--- src/design/line_unit_pkg.sv ---
// Shared constants and carrier types for the line unit global configuration block.
package line_unit_pkg;

  // Register indices; the bus byte address is four times the index.
  localparam logic [11:0] IDX_GLOBAL_CONTROL_ONE   = 12'hfe1;
  localparam logic [11:0] IDX_GLOBAL_CONTROL_TWO   = 12'hfe2;
  localparam logic [11:0] IDX_GLOBAL_CONTROL_THREE = 12'hfe3;
  localparam logic [11:0] IDX_MASTER_CLOCK_SELECT  = 12'hfe9;
  localparam logic [11:0] IDX_CHANNEL_IRQ_SUMMARY  = 12'hfea;
  localparam logic [11:0] IDX_TX_SUPPLY_ENABLES    = 12'hff0;
  localparam logic [11:0] IDX_RX_SUPPLY_ENABLES    = 12'hff1;
  localparam logic [11:0] IDX_IRQ_STATUS           = 12'hff8;
  localparam logic [11:0] IDX_IRQ_MASK             = 12'hff9;

  localparam logic [31:0] ADDR_GLOBAL_CONTROL_ONE   = {18'h0, IDX_GLOBAL_CONTROL_ONE, 2'h0};
  localparam logic [31:0] ADDR_GLOBAL_CONTROL_TWO   = {18'h0, IDX_GLOBAL_CONTROL_TWO, 2'h0};
  localparam logic [31:0] ADDR_GLOBAL_CONTROL_THREE = {18'h0, IDX_GLOBAL_CONTROL_THREE, 2'h0};
  localparam logic [31:0] ADDR_MASTER_CLOCK_SELECT  = {18'h0, IDX_MASTER_CLOCK_SELECT, 2'h0};
  localparam logic [31:0] ADDR_CHANNEL_IRQ_SUMMARY  = {18'h0, IDX_CHANNEL_IRQ_SUMMARY, 2'h0};
  localparam logic [31:0] ADDR_TX_SUPPLY_ENABLES    = {18'h0, IDX_TX_SUPPLY_ENABLES, 2'h0};
  localparam logic [31:0] ADDR_RX_SUPPLY_ENABLES    = {18'h0, IDX_RX_SUPPLY_ENABLES, 2'h0};
  localparam logic [31:0] ADDR_IRQ_STATUS           = {18'h0, IDX_IRQ_STATUS, 2'h0};
  localparam logic [31:0] ADDR_IRQ_MASK             = {18'h0, IDX_IRQ_MASK, 2'h0};

  // Field positions.
  localparam int TX_GLOBAL_BIT  = 7;
  localparam int RX_GLOBAL_BIT  = 6;
  localparam int CH0_FLAG_BIT   = 0;
  localparam int EV_CH0_IRQ     = 0;
  localparam int EV_BAD_CODE    = 1;
  localparam int EVENT_COUNT    = 2;

  // Reset values.
  localparam logic [7:0] RST_GLOBAL_CONTROL = 8'h00;
  localparam logic [7:0] RST_MASTER_CLOCK   = 8'h01;
  localparam logic [7:0] RST_SUPPLY_ENABLES = 8'h00;
  localparam logic [1:0] RST_IRQ            = 2'h0;

  // Master clock rate codes and the rates they declare, in kHz.
  localparam logic [3:0] CODE_2048_A  = 4'h0;
  localparam logic [3:0] CODE_1544_A  = 4'h1;
  localparam logic [3:0] CODE_4096    = 4'h8;
  localparam logic [3:0] CODE_3088    = 4'h9;
  localparam logic [3:0] CODE_8192    = 4'ha;
  localparam logic [3:0] CODE_6176    = 4'hb;
  localparam logic [3:0] CODE_16384   = 4'hc;
  localparam logic [3:0] CODE_12352   = 4'hd;
  localparam logic [3:0] CODE_2048_B  = 4'he;
  localparam logic [3:0] CODE_1544_B  = 4'hf;

  localparam logic [14:0] KHZ_2048  = 15'h0800;
  localparam logic [14:0] KHZ_1544  = 15'h0608;
  localparam logic [14:0] KHZ_4096  = 15'h1000;
  localparam logic [14:0] KHZ_3088  = 15'h0c10;
  localparam logic [14:0] KHZ_8192  = 15'h2000;
  localparam logic [14:0] KHZ_6176  = 15'h1820;
  localparam logic [14:0] KHZ_16384 = 15'h4000;
  localparam logic [14:0] KHZ_12352 = 15'h3040;
  localparam logic [14:0] KHZ_NONE  = 15'h0000;

  // Bus responses.
  localparam logic [1:0] RESP_OKAY   = 2'h0;
  localparam logic [1:0] RESP_SLVERR = 2'h2;

  typedef struct packed {
    logic [7:0] tx;
    logic [7:0] rx;
  } supply_active_s;

  typedef struct packed {
    logic [3:0]  code;
    logic [14:0] khz;
    logic        valid;
  } clock_rate_s;

  typedef enum logic {WR_COLLECT, WR_RESPOND} wr_state_e;

endpackage

--- src/design/line_unit_global_config.sv ---
// Global line unit configuration registers with an AXI4-Lite slave and interrupt logic.
//
// Functional notes
// RULE1: Software writes zero to control two bit seven; other bits unused.
// RULE2: Control three is eight bits of plain storage, reset zero.
// RULE3: Four-bit code declares master clock rate; codes two to seven reserved.
// RULE4: Board must supply a master clock matching the programmed code.
// RULE5: Channel zero summary flag clears itself when its register is read.
// RULE6: Flag reads one if channel zero interrupted since the previous read.
// RULE7: Summary register bits seven to one read back zero.
// RULE8: Transmit supply enable bit n controls channel n, reset zero.
// RULE9: Each transmit supply enable affects only its own channel.
// RULE10: Receive supply enable bit n controls channel n, reset zero.
// RULE11: Each receive supply enable affects only its own channel.
// RULE12: Global transmit supply enable is bit seven of control one.
// RULE13: Global receive supply enable is bit six of control one.
// RULE14: A channel zero event coinciding with a read keeps the flag set.
// RULE15: Channel supply active only when global and channel enables both set.
module line_unit_global_config
  import line_unit_pkg::*;
(
  input  wire logic        aclk,            // System clock, 10 MHz
  input  wire logic        aresetn,         // Synchronous reset, active low
  input  wire logic [31:0] s_axi_awaddr,    // Write address
  input  wire logic [2:0]  s_axi_awprot,    // Write protection, ignored
  input  wire logic        s_axi_awvalid,   // Write address valid
  output logic             s_axi_awready,   // Write address ready
  input  wire logic [31:0] s_axi_wdata,     // Write data
  input  wire logic [3:0]  s_axi_wstrb,     // Write byte strobes
  input  wire logic        s_axi_wvalid,    // Write data valid
  output logic             s_axi_wready,    // Write data ready
  output logic [1:0]       s_axi_bresp,     // Write response
  output logic             s_axi_bvalid,    // Write response valid
  input  wire logic        s_axi_bready,    // Write response ready
  input  wire logic [31:0] s_axi_araddr,    // Read address
  input  wire logic [2:0]  s_axi_arprot,    // Read protection, ignored
  input  wire logic        s_axi_arvalid,   // Read address valid
  output logic             s_axi_arready,   // Read address ready
  output logic [31:0]      s_axi_rdata,     // Read data
  output logic [1:0]       s_axi_rresp,     // Read response
  output logic             s_axi_rvalid,    // Read data valid
  input  wire logic        s_axi_rready,    // Read data ready
  input  wire logic        ch0_irq_event,   // Channel zero interrupt pulse, same clock
  output line_unit_pkg::supply_active_s supply_active,  // Per-channel supply active
  output line_unit_pkg::clock_rate_s    clock_rate,     // Declared master clock rate
  output logic             irq              // Level interrupt, active high
);

  // Write channel state.
  wr_state_e   wr_state_reg;
  logic        aw_held_reg;
  logic        w_held_reg;
  logic [31:0] aw_addr_reg;
  logic [31:0] w_data_reg;
  logic [3:0]  w_strb_reg;
  logic        awready_reg;
  logic        wready_reg;
  logic        bvalid_reg;
  logic [1:0]  bresp_reg;

  // Read channel state.
  logic        arready_reg;
  logic        rvalid_reg;
  logic [31:0] rdata_reg;
  logic [1:0]  rresp_reg;

  // Register file.
  logic [7:0]  control_one_reg;
  logic [7:0]  control_two_reg;
  logic [7:0]  control_three_reg;
  logic [7:0]  master_clock_reg;
  logic        ch0_flag_reg;
  logic [7:0]  tx_enables_reg;
  logic [7:0]  rx_enables_reg;
  logic [EVENT_COUNT-1:0] irq_status_reg;
  logic [EVENT_COUNT-1:0] irq_mask_reg;
  logic        irq_reg;

  supply_active_s supply_reg;
  clock_rate_s    rate_reg;

  // Handshakes.
  wire aw_take = s_axi_awvalid & awready_reg;
  wire w_take  = s_axi_wvalid & wready_reg;
  wire b_done  = bvalid_reg & s_axi_bready;
  wire ar_take = s_axi_arvalid & arready_reg;
  wire r_done  = rvalid_reg & s_axi_rready;

  // A write executes once both halves are held, one cycle after the later one is taken.
  wire wr_fire = (wr_state_reg == WR_COLLECT) & aw_held_reg & w_held_reg;
  wire lane0   = w_strb_reg[0];

  wire aw_held_next = b_done ? 1'b0 : (aw_held_reg | aw_take);
  wire w_held_next  = b_done ? 1'b0 : (w_held_reg | w_take);

  // Write address decode.
  wire wsel_one   = aw_addr_reg == ADDR_GLOBAL_CONTROL_ONE;
  wire wsel_two   = aw_addr_reg == ADDR_GLOBAL_CONTROL_TWO;
  wire wsel_three = aw_addr_reg == ADDR_GLOBAL_CONTROL_THREE;
  wire wsel_clock = aw_addr_reg == ADDR_MASTER_CLOCK_SELECT;
  wire wsel_summ  = aw_addr_reg == ADDR_CHANNEL_IRQ_SUMMARY;
  wire wsel_tx    = aw_addr_reg == ADDR_TX_SUPPLY_ENABLES;
  wire wsel_rx    = aw_addr_reg == ADDR_RX_SUPPLY_ENABLES;
  wire wsel_stat  = aw_addr_reg == ADDR_IRQ_STATUS;
  wire wsel_mask  = aw_addr_reg == ADDR_IRQ_MASK;
  wire wsel_hit   = wsel_one | wsel_two | wsel_three | wsel_clock | wsel_summ |
                    wsel_tx | wsel_rx | wsel_stat | wsel_mask;

  wire wr_one   = wr_fire & lane0 & wsel_one;
  wire wr_two   = wr_fire & lane0 & wsel_two;
  wire wr_three = wr_fire & lane0 & wsel_three;
  wire wr_clock = wr_fire & lane0 & wsel_clock;
  wire wr_tx    = wr_fire & lane0 & wsel_tx;
  wire wr_rx    = wr_fire & lane0 & wsel_rx;
  wire wr_stat  = wr_fire & lane0 & wsel_stat;
  wire wr_mask  = wr_fire & lane0 & wsel_mask;

  // Read address decode straight from the bus, since the read is answered at the taking edge.
  wire rsel_one   = s_axi_araddr == ADDR_GLOBAL_CONTROL_ONE;
  wire rsel_two   = s_axi_araddr == ADDR_GLOBAL_CONTROL_TWO;
  wire rsel_three = s_axi_araddr == ADDR_GLOBAL_CONTROL_THREE;
  wire rsel_clock = s_axi_araddr == ADDR_MASTER_CLOCK_SELECT;
  wire rsel_summ  = s_axi_araddr == ADDR_CHANNEL_IRQ_SUMMARY;
  wire rsel_tx    = s_axi_araddr == ADDR_TX_SUPPLY_ENABLES;
  wire rsel_rx    = s_axi_araddr == ADDR_RX_SUPPLY_ENABLES;
  wire rsel_stat  = s_axi_araddr == ADDR_IRQ_STATUS;
  wire rsel_mask  = s_axi_araddr == ADDR_IRQ_MASK;
  wire rsel_hit   = rsel_one | rsel_two | rsel_three | rsel_clock | rsel_summ |
                    rsel_tx | rsel_rx | rsel_stat | rsel_mask;

  wire [7:0] summary_word = {7'h00, ch0_flag_reg};  // RULE7

  wire [7:0] rd_byte =
    rsel_one   ? control_one_reg :
    rsel_two   ? control_two_reg :
    rsel_three ? control_three_reg :
    rsel_clock ? master_clock_reg :
    rsel_summ  ? summary_word :
    rsel_tx    ? tx_enables_reg :
    rsel_rx    ? rx_enables_reg :
    rsel_stat  ? {6'h00, irq_status_reg} :
    rsel_mask  ? {6'h00, irq_mask_reg} : 8'h00;

  // The read that takes the summary register is the read that clears it.
  wire summ_read = ar_take & rsel_summ;  // RULE5

  // A new event wins over the clear of the same cycle, so none is lost.
  wire ch0_flag_next = ch0_irq_event | (ch0_flag_reg & ~summ_read);  // RULE6 RULE14

  // Writing a reserved rate code is reported, since the device would not run on it.
  wire [3:0] new_code = w_data_reg[3:0];
  wire       code_bad = (new_code > CODE_1544_A) & (new_code < CODE_4096);
  wire       bad_code_event = wr_clock & code_bad;

  wire [EVENT_COUNT-1:0] events;
  assign events[EV_CH0_IRQ]  = ch0_irq_event;
  assign events[EV_BAD_CODE] = bad_code_event;

  wire [EVENT_COUNT-1:0] status_clear = wr_stat ? w_data_reg[EVENT_COUNT-1:0] : '0;
  wire [EVENT_COUNT-1:0] irq_status_next = events | (irq_status_reg & ~status_clear);

  // A channel runs its supply only with the global and its own enable both set.
  wire [7:0] tx_active_next =
    {8{control_one_reg[TX_GLOBAL_BIT]}} & tx_enables_reg;  // RULE12 RULE15 RULE9
  wire [7:0] rx_active_next =
    {8{control_one_reg[RX_GLOBAL_BIT]}} & rx_enables_reg;  // RULE13 RULE15 RULE11

  logic [14:0] decoded_khz;
  logic        decoded_valid;

  rate_code_decoder u_rate_decoder (
    .code  (master_clock_reg[3:0]),
    .khz   (decoded_khz),
    .valid (decoded_valid)
  );

  // Write channel: address and data are taken in either order, one write at a time.
  always_ff @(posedge aclk) begin
    if (!aresetn) begin
      wr_state_reg <= WR_COLLECT;
      aw_held_reg  <= 1'b0;
      w_held_reg   <= 1'b0;
      aw_addr_reg  <= 32'h0;
      w_data_reg   <= 32'h0;
      w_strb_reg   <= 4'h0;
      awready_reg  <= 1'b1;
      wready_reg   <= 1'b1;
      bvalid_reg   <= 1'b0;
      bresp_reg    <= RESP_OKAY;
    end else begin
      aw_held_reg <= aw_held_next;
      w_held_reg  <= w_held_next;
      awready_reg <= ~aw_held_next;
      wready_reg  <= ~w_held_next;
      if (aw_take) begin
        aw_addr_reg <= s_axi_awaddr;
      end
      if (w_take) begin
        w_data_reg <= s_axi_wdata;
        w_strb_reg <= s_axi_wstrb;
      end
      case (wr_state_reg)
        WR_COLLECT: begin
          if (wr_fire) begin
            wr_state_reg <= WR_RESPOND;
            bvalid_reg   <= 1'b1;
            bresp_reg    <= wsel_hit ? RESP_OKAY : RESP_SLVERR;
          end
        end
        WR_RESPOND: begin
          if (b_done) begin
            wr_state_reg <= WR_COLLECT;
            bvalid_reg   <= 1'b0;
          end
        end
        default: begin
          wr_state_reg <= WR_COLLECT;
          bvalid_reg   <= 1'b0;
        end
      endcase
    end
  end

  // Read channel: the data is captured at the edge that takes the address.
  always_ff @(posedge aclk) begin
    if (!aresetn) begin
      arready_reg <= 1'b1;
      rvalid_reg  <= 1'b0;
      rdata_reg   <= 32'h0;
      rresp_reg   <= RESP_OKAY;
    end else if (ar_take) begin
      arready_reg <= 1'b0;
      rvalid_reg  <= 1'b1;
      rdata_reg   <= {24'h0, rd_byte};
      rresp_reg   <= rsel_hit ? RESP_OKAY : RESP_SLVERR;
    end else if (r_done) begin
      arready_reg <= 1'b1;
      rvalid_reg  <= 1'b0;
    end
  end

  // Only byte lane zero carries register data; other lanes are ignored.
  always_ff @(posedge aclk) begin
    if (!aresetn) begin
      control_one_reg   <= RST_GLOBAL_CONTROL;
      control_two_reg   <= RST_GLOBAL_CONTROL;
      control_three_reg <= RST_GLOBAL_CONTROL;
      master_clock_reg  <= RST_MASTER_CLOCK;
      tx_enables_reg    <= RST_SUPPLY_ENABLES;
      rx_enables_reg    <= RST_SUPPLY_ENABLES;
      irq_mask_reg      <= RST_IRQ;
    end else begin
      if (wr_one) begin
        control_one_reg <= w_data_reg[7:0];
      end
      if (wr_two) begin
        control_two_reg <= w_data_reg[7:0];  // RULE1
      end
      if (wr_three) begin
        control_three_reg <= w_data_reg[7:0];  // RULE2
      end
      if (wr_clock) begin
        master_clock_reg <= w_data_reg[7:0];  // RULE3
      end
      if (wr_tx) begin
        tx_enables_reg <= w_data_reg[7:0];  // RULE8
      end
      if (wr_rx) begin
        rx_enables_reg <= w_data_reg[7:0];  // RULE10
      end
      if (wr_mask) begin
        irq_mask_reg <= w_data_reg[EVENT_COUNT-1:0];
      end
    end
  end

  // Flags that hardware sets.
  always_ff @(posedge aclk) begin
    if (!aresetn) begin
      ch0_flag_reg   <= 1'b0;
      irq_status_reg <= RST_IRQ;
      irq_reg        <= 1'b0;
    end else begin
      ch0_flag_reg   <= ch0_flag_next;
      irq_status_reg <= irq_status_next;
      irq_reg        <= |(irq_status_reg & irq_mask_reg);
    end
  end

  // Derived outputs are registered so that no port is driven through logic.
  always_ff @(posedge aclk) begin
    if (!aresetn) begin
      supply_reg <= '0;
      rate_reg   <= '0;
    end else begin
      supply_reg.tx  <= tx_active_next;
      supply_reg.rx  <= rx_active_next;
      rate_reg.code  <= master_clock_reg[3:0];  // RULE3
      rate_reg.khz   <= decoded_khz;
      rate_reg.valid <= decoded_valid;
    end
  end

  assign s_axi_awready = awready_reg;
  assign s_axi_wready  = wready_reg;
  assign s_axi_bvalid  = bvalid_reg;
  assign s_axi_bresp   = bresp_reg;
  assign s_axi_arready = arready_reg;
  assign s_axi_rvalid  = rvalid_reg;
  assign s_axi_rdata   = rdata_reg;
  assign s_axi_rresp   = rresp_reg;
  assign supply_active = supply_reg;
  assign clock_rate    = rate_reg;
  assign irq           = irq_reg;

endmodule

--- src/design/rate_code_decoder.sv ---
// Decoder from the master clock rate code to the declared rate in kHz.
module rate_code_decoder
  import line_unit_pkg::*;
(
  input  wire logic [3:0]  code,  // Programmed master clock rate code
  output logic      [14:0] khz,   // Declared master clock rate in kHz
  output logic             valid  // Code is not a reserved one
);

  always_comb begin
    valid = 1'b1;
    case (code)
      CODE_2048_A, CODE_2048_B: khz = KHZ_2048;
      CODE_1544_A, CODE_1544_B: khz = KHZ_1544;
      CODE_4096:                khz = KHZ_4096;
      CODE_3088:                khz = KHZ_3088;
      CODE_8192:                khz = KHZ_8192;
      CODE_6176:                khz = KHZ_6176;
      CODE_16384:               khz = KHZ_16384;
      CODE_12352:               khz = KHZ_12352;
      default: begin
        khz   = KHZ_NONE;
        valid = 1'b0;
      end
    endcase
  end

endmodule

--- config.mk ---
export PLATFORM = sky130hd
export DESIGN_NAME = line_unit_global_config
export DESIGN_NICKNAME = d
export VERILOG_FILES = /design/src/design/line_unit_pkg.sv /design/src/design/line_unit_global_config.sv /design/src/design/rate_code_decoder.sv
export SDC_FILE = /design/constraint.sdc
export NUM_CORES = 1
export LEC_CHECK = 0
export ABC_AREA = 1
export BUFFER_PORTS_ARGS = -buffer_cell sky130_fd_sc_hd__buf_2
export CORE_ASPECT_RATIO = 1.2
export CORE_MARGIN = 2
export CORE_UTILIZATION = 55
export DETAILED_ROUTE_END_ITERATION = 10
export PLACE_DENSITY = 0.95
export SYNTH_ARGS = -nofsm -noshare
export SYNTH_HDL_FRONTEND = slang
export SYNTH_HIERARCHICAL = 1
export SYNTH_SLANG_ARGS = --single-unit
--- constraint.sdc ---
create_clock -name aclk -period 4.6 [get_ports aclk]
set_input_delay 0 -clock aclk [delete_from_list [all_inputs] [get_ports aclk]]
set_output_delay 0 -clock aclk [all_outputs]
set_load 0.005 [all_outputs]
==> summary.md <==
| Metric | Value |
|---|---|
| Post-Route WL | approximately 18000 um |
| Peak supply drop | ~0.28 mV |
| Met3 usage | under 10% |
| Grt peak-use layer | met2 |
| Hold WS | around 0.19 ns |
| Startpoint types | flop |
| Setup TNS | 0 ns |
| Top post-synthesis cells by area | dfxtp_1 (46%), o21ai_0 (8.3%), inv_1 (7.9%) |
| Worst endpoint required time | between 4 and 5 ns |
| Inst Count DP | approximately 1100 |
| Placeable Area | about 12000 sq um |
| Status | finished clean |
| RSZ-0062 raised after global routing | no |
| RD Place Congestion | 0.938 |
| Starting DRT DRC Count | 523 |
| Crit Path Max Fanout | 16 |
| Avg WL per Cell | approximately 15 um |
| Worst R2R Setup Slack | 2.21 ns |
| Fmax | 418 MHz |
| CP peak stage delay | roughly 0.63 ns |
| Drt pass-1 iters | 6 |
| CTS max path bufs | 2 |
| Final cycle utilization of the critical path | roughly 52% |
| Warnings, synthesis | 6 |
| Register area | around 3000 sq um |
| Synth Area in Compound Gates | between 15 and 20% |
| CP Cell Sequence | inv_1, nor4_1, nand4_1, o21ai_0, a21oi_1 |
| Register area share after synthesis | approximately 46% |
| Final setup fails | 0 |
| Worst r2r src | aw_addr_reg[6]$_SDFFE_PN0P_ |
| Fraction of registers with async set/reset | 0% |
| Largest net degree at the start of global routing | between 60 and 70 |
| Ant diodes | 0 |
| Global Route Usage Sum | about 28% |
| Initial Util | 56.1% |
| Area growth syn-to-layout | 27.0% |
| Synthesized cell area | about 6500 sq um |
| Routed Antenna Nets | 0 |
| Grt met1 use | 30.2% |
| Largest register FFs | 32 |
| Multi-input gate area | 2650 sq um |
| Pwr dens | 392 nW/um^2 |
| Library cells used by synthesis | 37 |
| Clock Tree Root | clkbuf_16 |
| Post-route DRC violation count | 0 |
| Main combinational cell family by area after synthesis | simple AND/OR/NAND/NOR gates |
| Worst-path clk slew | 0.06 ns |
| Nature of the critical path endpoint | flop |
| Top Ports | roughly 190 |
| Grt ovf | 0 |
| Final Hold Fails | 0 |
| Commonest non-fill, non-tap cell in the layout | dfxtp_1 |
| Die span in y | approximately 120 um |
| Post-route insts no fill | about 1200 |
| H-tree depth | 4 |
| Reg2reg end | tx_enables_reg[1]$_SDFFE_PN0P_ |
| Critical path arrival | 2.66 ns |
| Worst clock skew | 0.0105 ns |
| Share of cells above drive strength 1 | a little under a fifth |
| Routed vias/inst | 5.30 |
| Tmin final | approximately 2.4 ns |
| Initial antenna violation count | 0 |
| Leading area contributor after synthesis | dfxtp_1 |
| Vias | around 6400 |
| Layout fillers | roughly 860 |
| Yosys top cell area share | between 40% and 50% |
| CP max-delay cell | nand4_1 |
| Mux contribution to synthesized area | 0% |
| Number of enable flip-flop cells after synthesis | 0 |
| Max-Cap Viols | 0 |
| Synth Flop Type | dfxtp_1 |
| Total die area | about 13000 sq um |
| Adder-Cell Fraction of Synth Area | 0% |
| TritonCTS clock tree | yes |
| Clk_lat worst skew | approximately 0.42 ns |
| # port buffers | about 130 |
| Most frequent cells in the layout | dfxtp_1 (149), inv_1 (136), buf_2 (132) |
| Std-Cell Rows | between 40 and 50 |
| Global-route wire length before repair | between 20000 and 30000 um |
| Vias in the first global route | around 6200 |
| Synthesized area per cell | ~7.4 sq um |
| Slew @ Worst Pin | between 0.8 and 0.9 ns |
| Flops & latches, synth | roughly 150 |
| Post-cts sizing count | 0 |
| Die W | around 100 um |
| Mapped Cells | roughly 880 |
| Synth Area in Simple Gates | a little over a fifth |
| R2R depth | 5 |
| Met2 Use GR | a little over half |
| Nets | about 1200 |
| CTS Sinks | roughly 150 |
| Worst hold path class | in2reg |
| Worst Setup Path Type | reg2reg |
| Post-DP HPWL | 10900 um |
| Xor/xnor cell area share of the yosys netlist | 0% |
| Worst Setup EP | tx_enables_reg[1]$_SDFFE_PN0P_ |
| Slew Limit Fails | 0 |
| Worst setup startpoint | aw_addr_reg[6]$_SDFFE_PN0P_ |
| Leak Pwr | roughly 3.7 nW |
| CTS buffer count | 17 |
| Max-slew headroom | 44.2% |
-- worst min-delay path by stage --
stage	startpoint	end	slack, ns	cells after the start
3_3_place_gp	s_axi_bready	s_axi_bvalid$_SDFFE_PN0P_	0.20	2
2_1_floorplan	s_axi_bready	s_axi_bvalid$_SDFFE_PN0P_	0.1	1
6_report	s_axi_araddr[4]	s_axi_rresp[1]$_SDFFE_PN0P_	0.19	5
3_5_place_dp	s_axi_bready	s_axi_bvalid$_SDFFE_PN0P_	0.21	2
5_1_grt	s_axi_arvalid	s_axi_rdata[6]$_SDFFE_PN0P_	0.23	4
4_1_cts	s_axi_araddr[4]	s_axi_rresp[1]$_SDFFE_PN0P_	0.18	5
-- synth_stat cells (6+ instances only) --
cell type,n
nand2_1,115
nand4_1,17
nor4_1,6
nor2_1,86
o22ai_1,6
nor3_1,18
inv_1,136
o21ai_0,107
inv_2,11
dfxtp_1,149
clkbuf_1,19
a21oi_1,82
a211oi_1,7
buf_4,33
nand3_1,32
-- critical path, delay by kind of cell (launching register included) --
family | cells | cell delay (ns)
AOI/OAI and AO/OA | 2 | 0.58
buffers and inverters | 1 | 0.10
and+or+nand+nor | 2 | 1.15
DFF | 1 | 0.40
-- timing repair --
item	in CTS	in global routing
hold buffers	45	0
hold endpoints to repair	51	0
endpoints found under the setup margin	0	0
buffers inserted	0	0
-- area by class of cell --
type / count / area share, %
sequential: 149 / 36.4
multi-input combinational: 546 / 32.4
timing repair buffer: 179 / 13.7
inverter: 150 / 6.87
clock buffer: 18 / 5.24
clock inverter: 14 / 3.02
tap: 157 / 2.40
-- power by group --
group	internal (mW)	leakage, nW	total, mW	switching [mW]
Sequential	1.34	1.22	1.37	0.0348
Combinational	0.104	2.19	0.255	0.152
Clock	1.03	0.327	1.58	0.557
Total	2.47	3.74	3.21	0.743
-- layer usage --
metal,vias up,wire [um]
met3,67,1350
met4,0,848
met5,-,0
met1,2895,6530
li1,3105,-
met2,367,9320
-- kinds of logic after synthesis --
group,after synthesis
compound gates,218
buf+inv,211
flops,149
other cells,2
simple gates,297
-- through the flow --
stage	utilization, %	power (mW)	worst slack [ns]	instance area [sq um]
5_1_grt	71.2	3.31	2.00	8200
6_report	71.2	3.21	2.21	8200
2_1_floorplan	-	1.54	3.00	6560
3_3_place_gp	61.4	1.60	2.54	7070
3_5_place_dp	61.4	1.61	2.40	7070
4_1_cts	71.2	3.20	2.26	8200
Note: power is estimated with default switching activity, not from simulation.
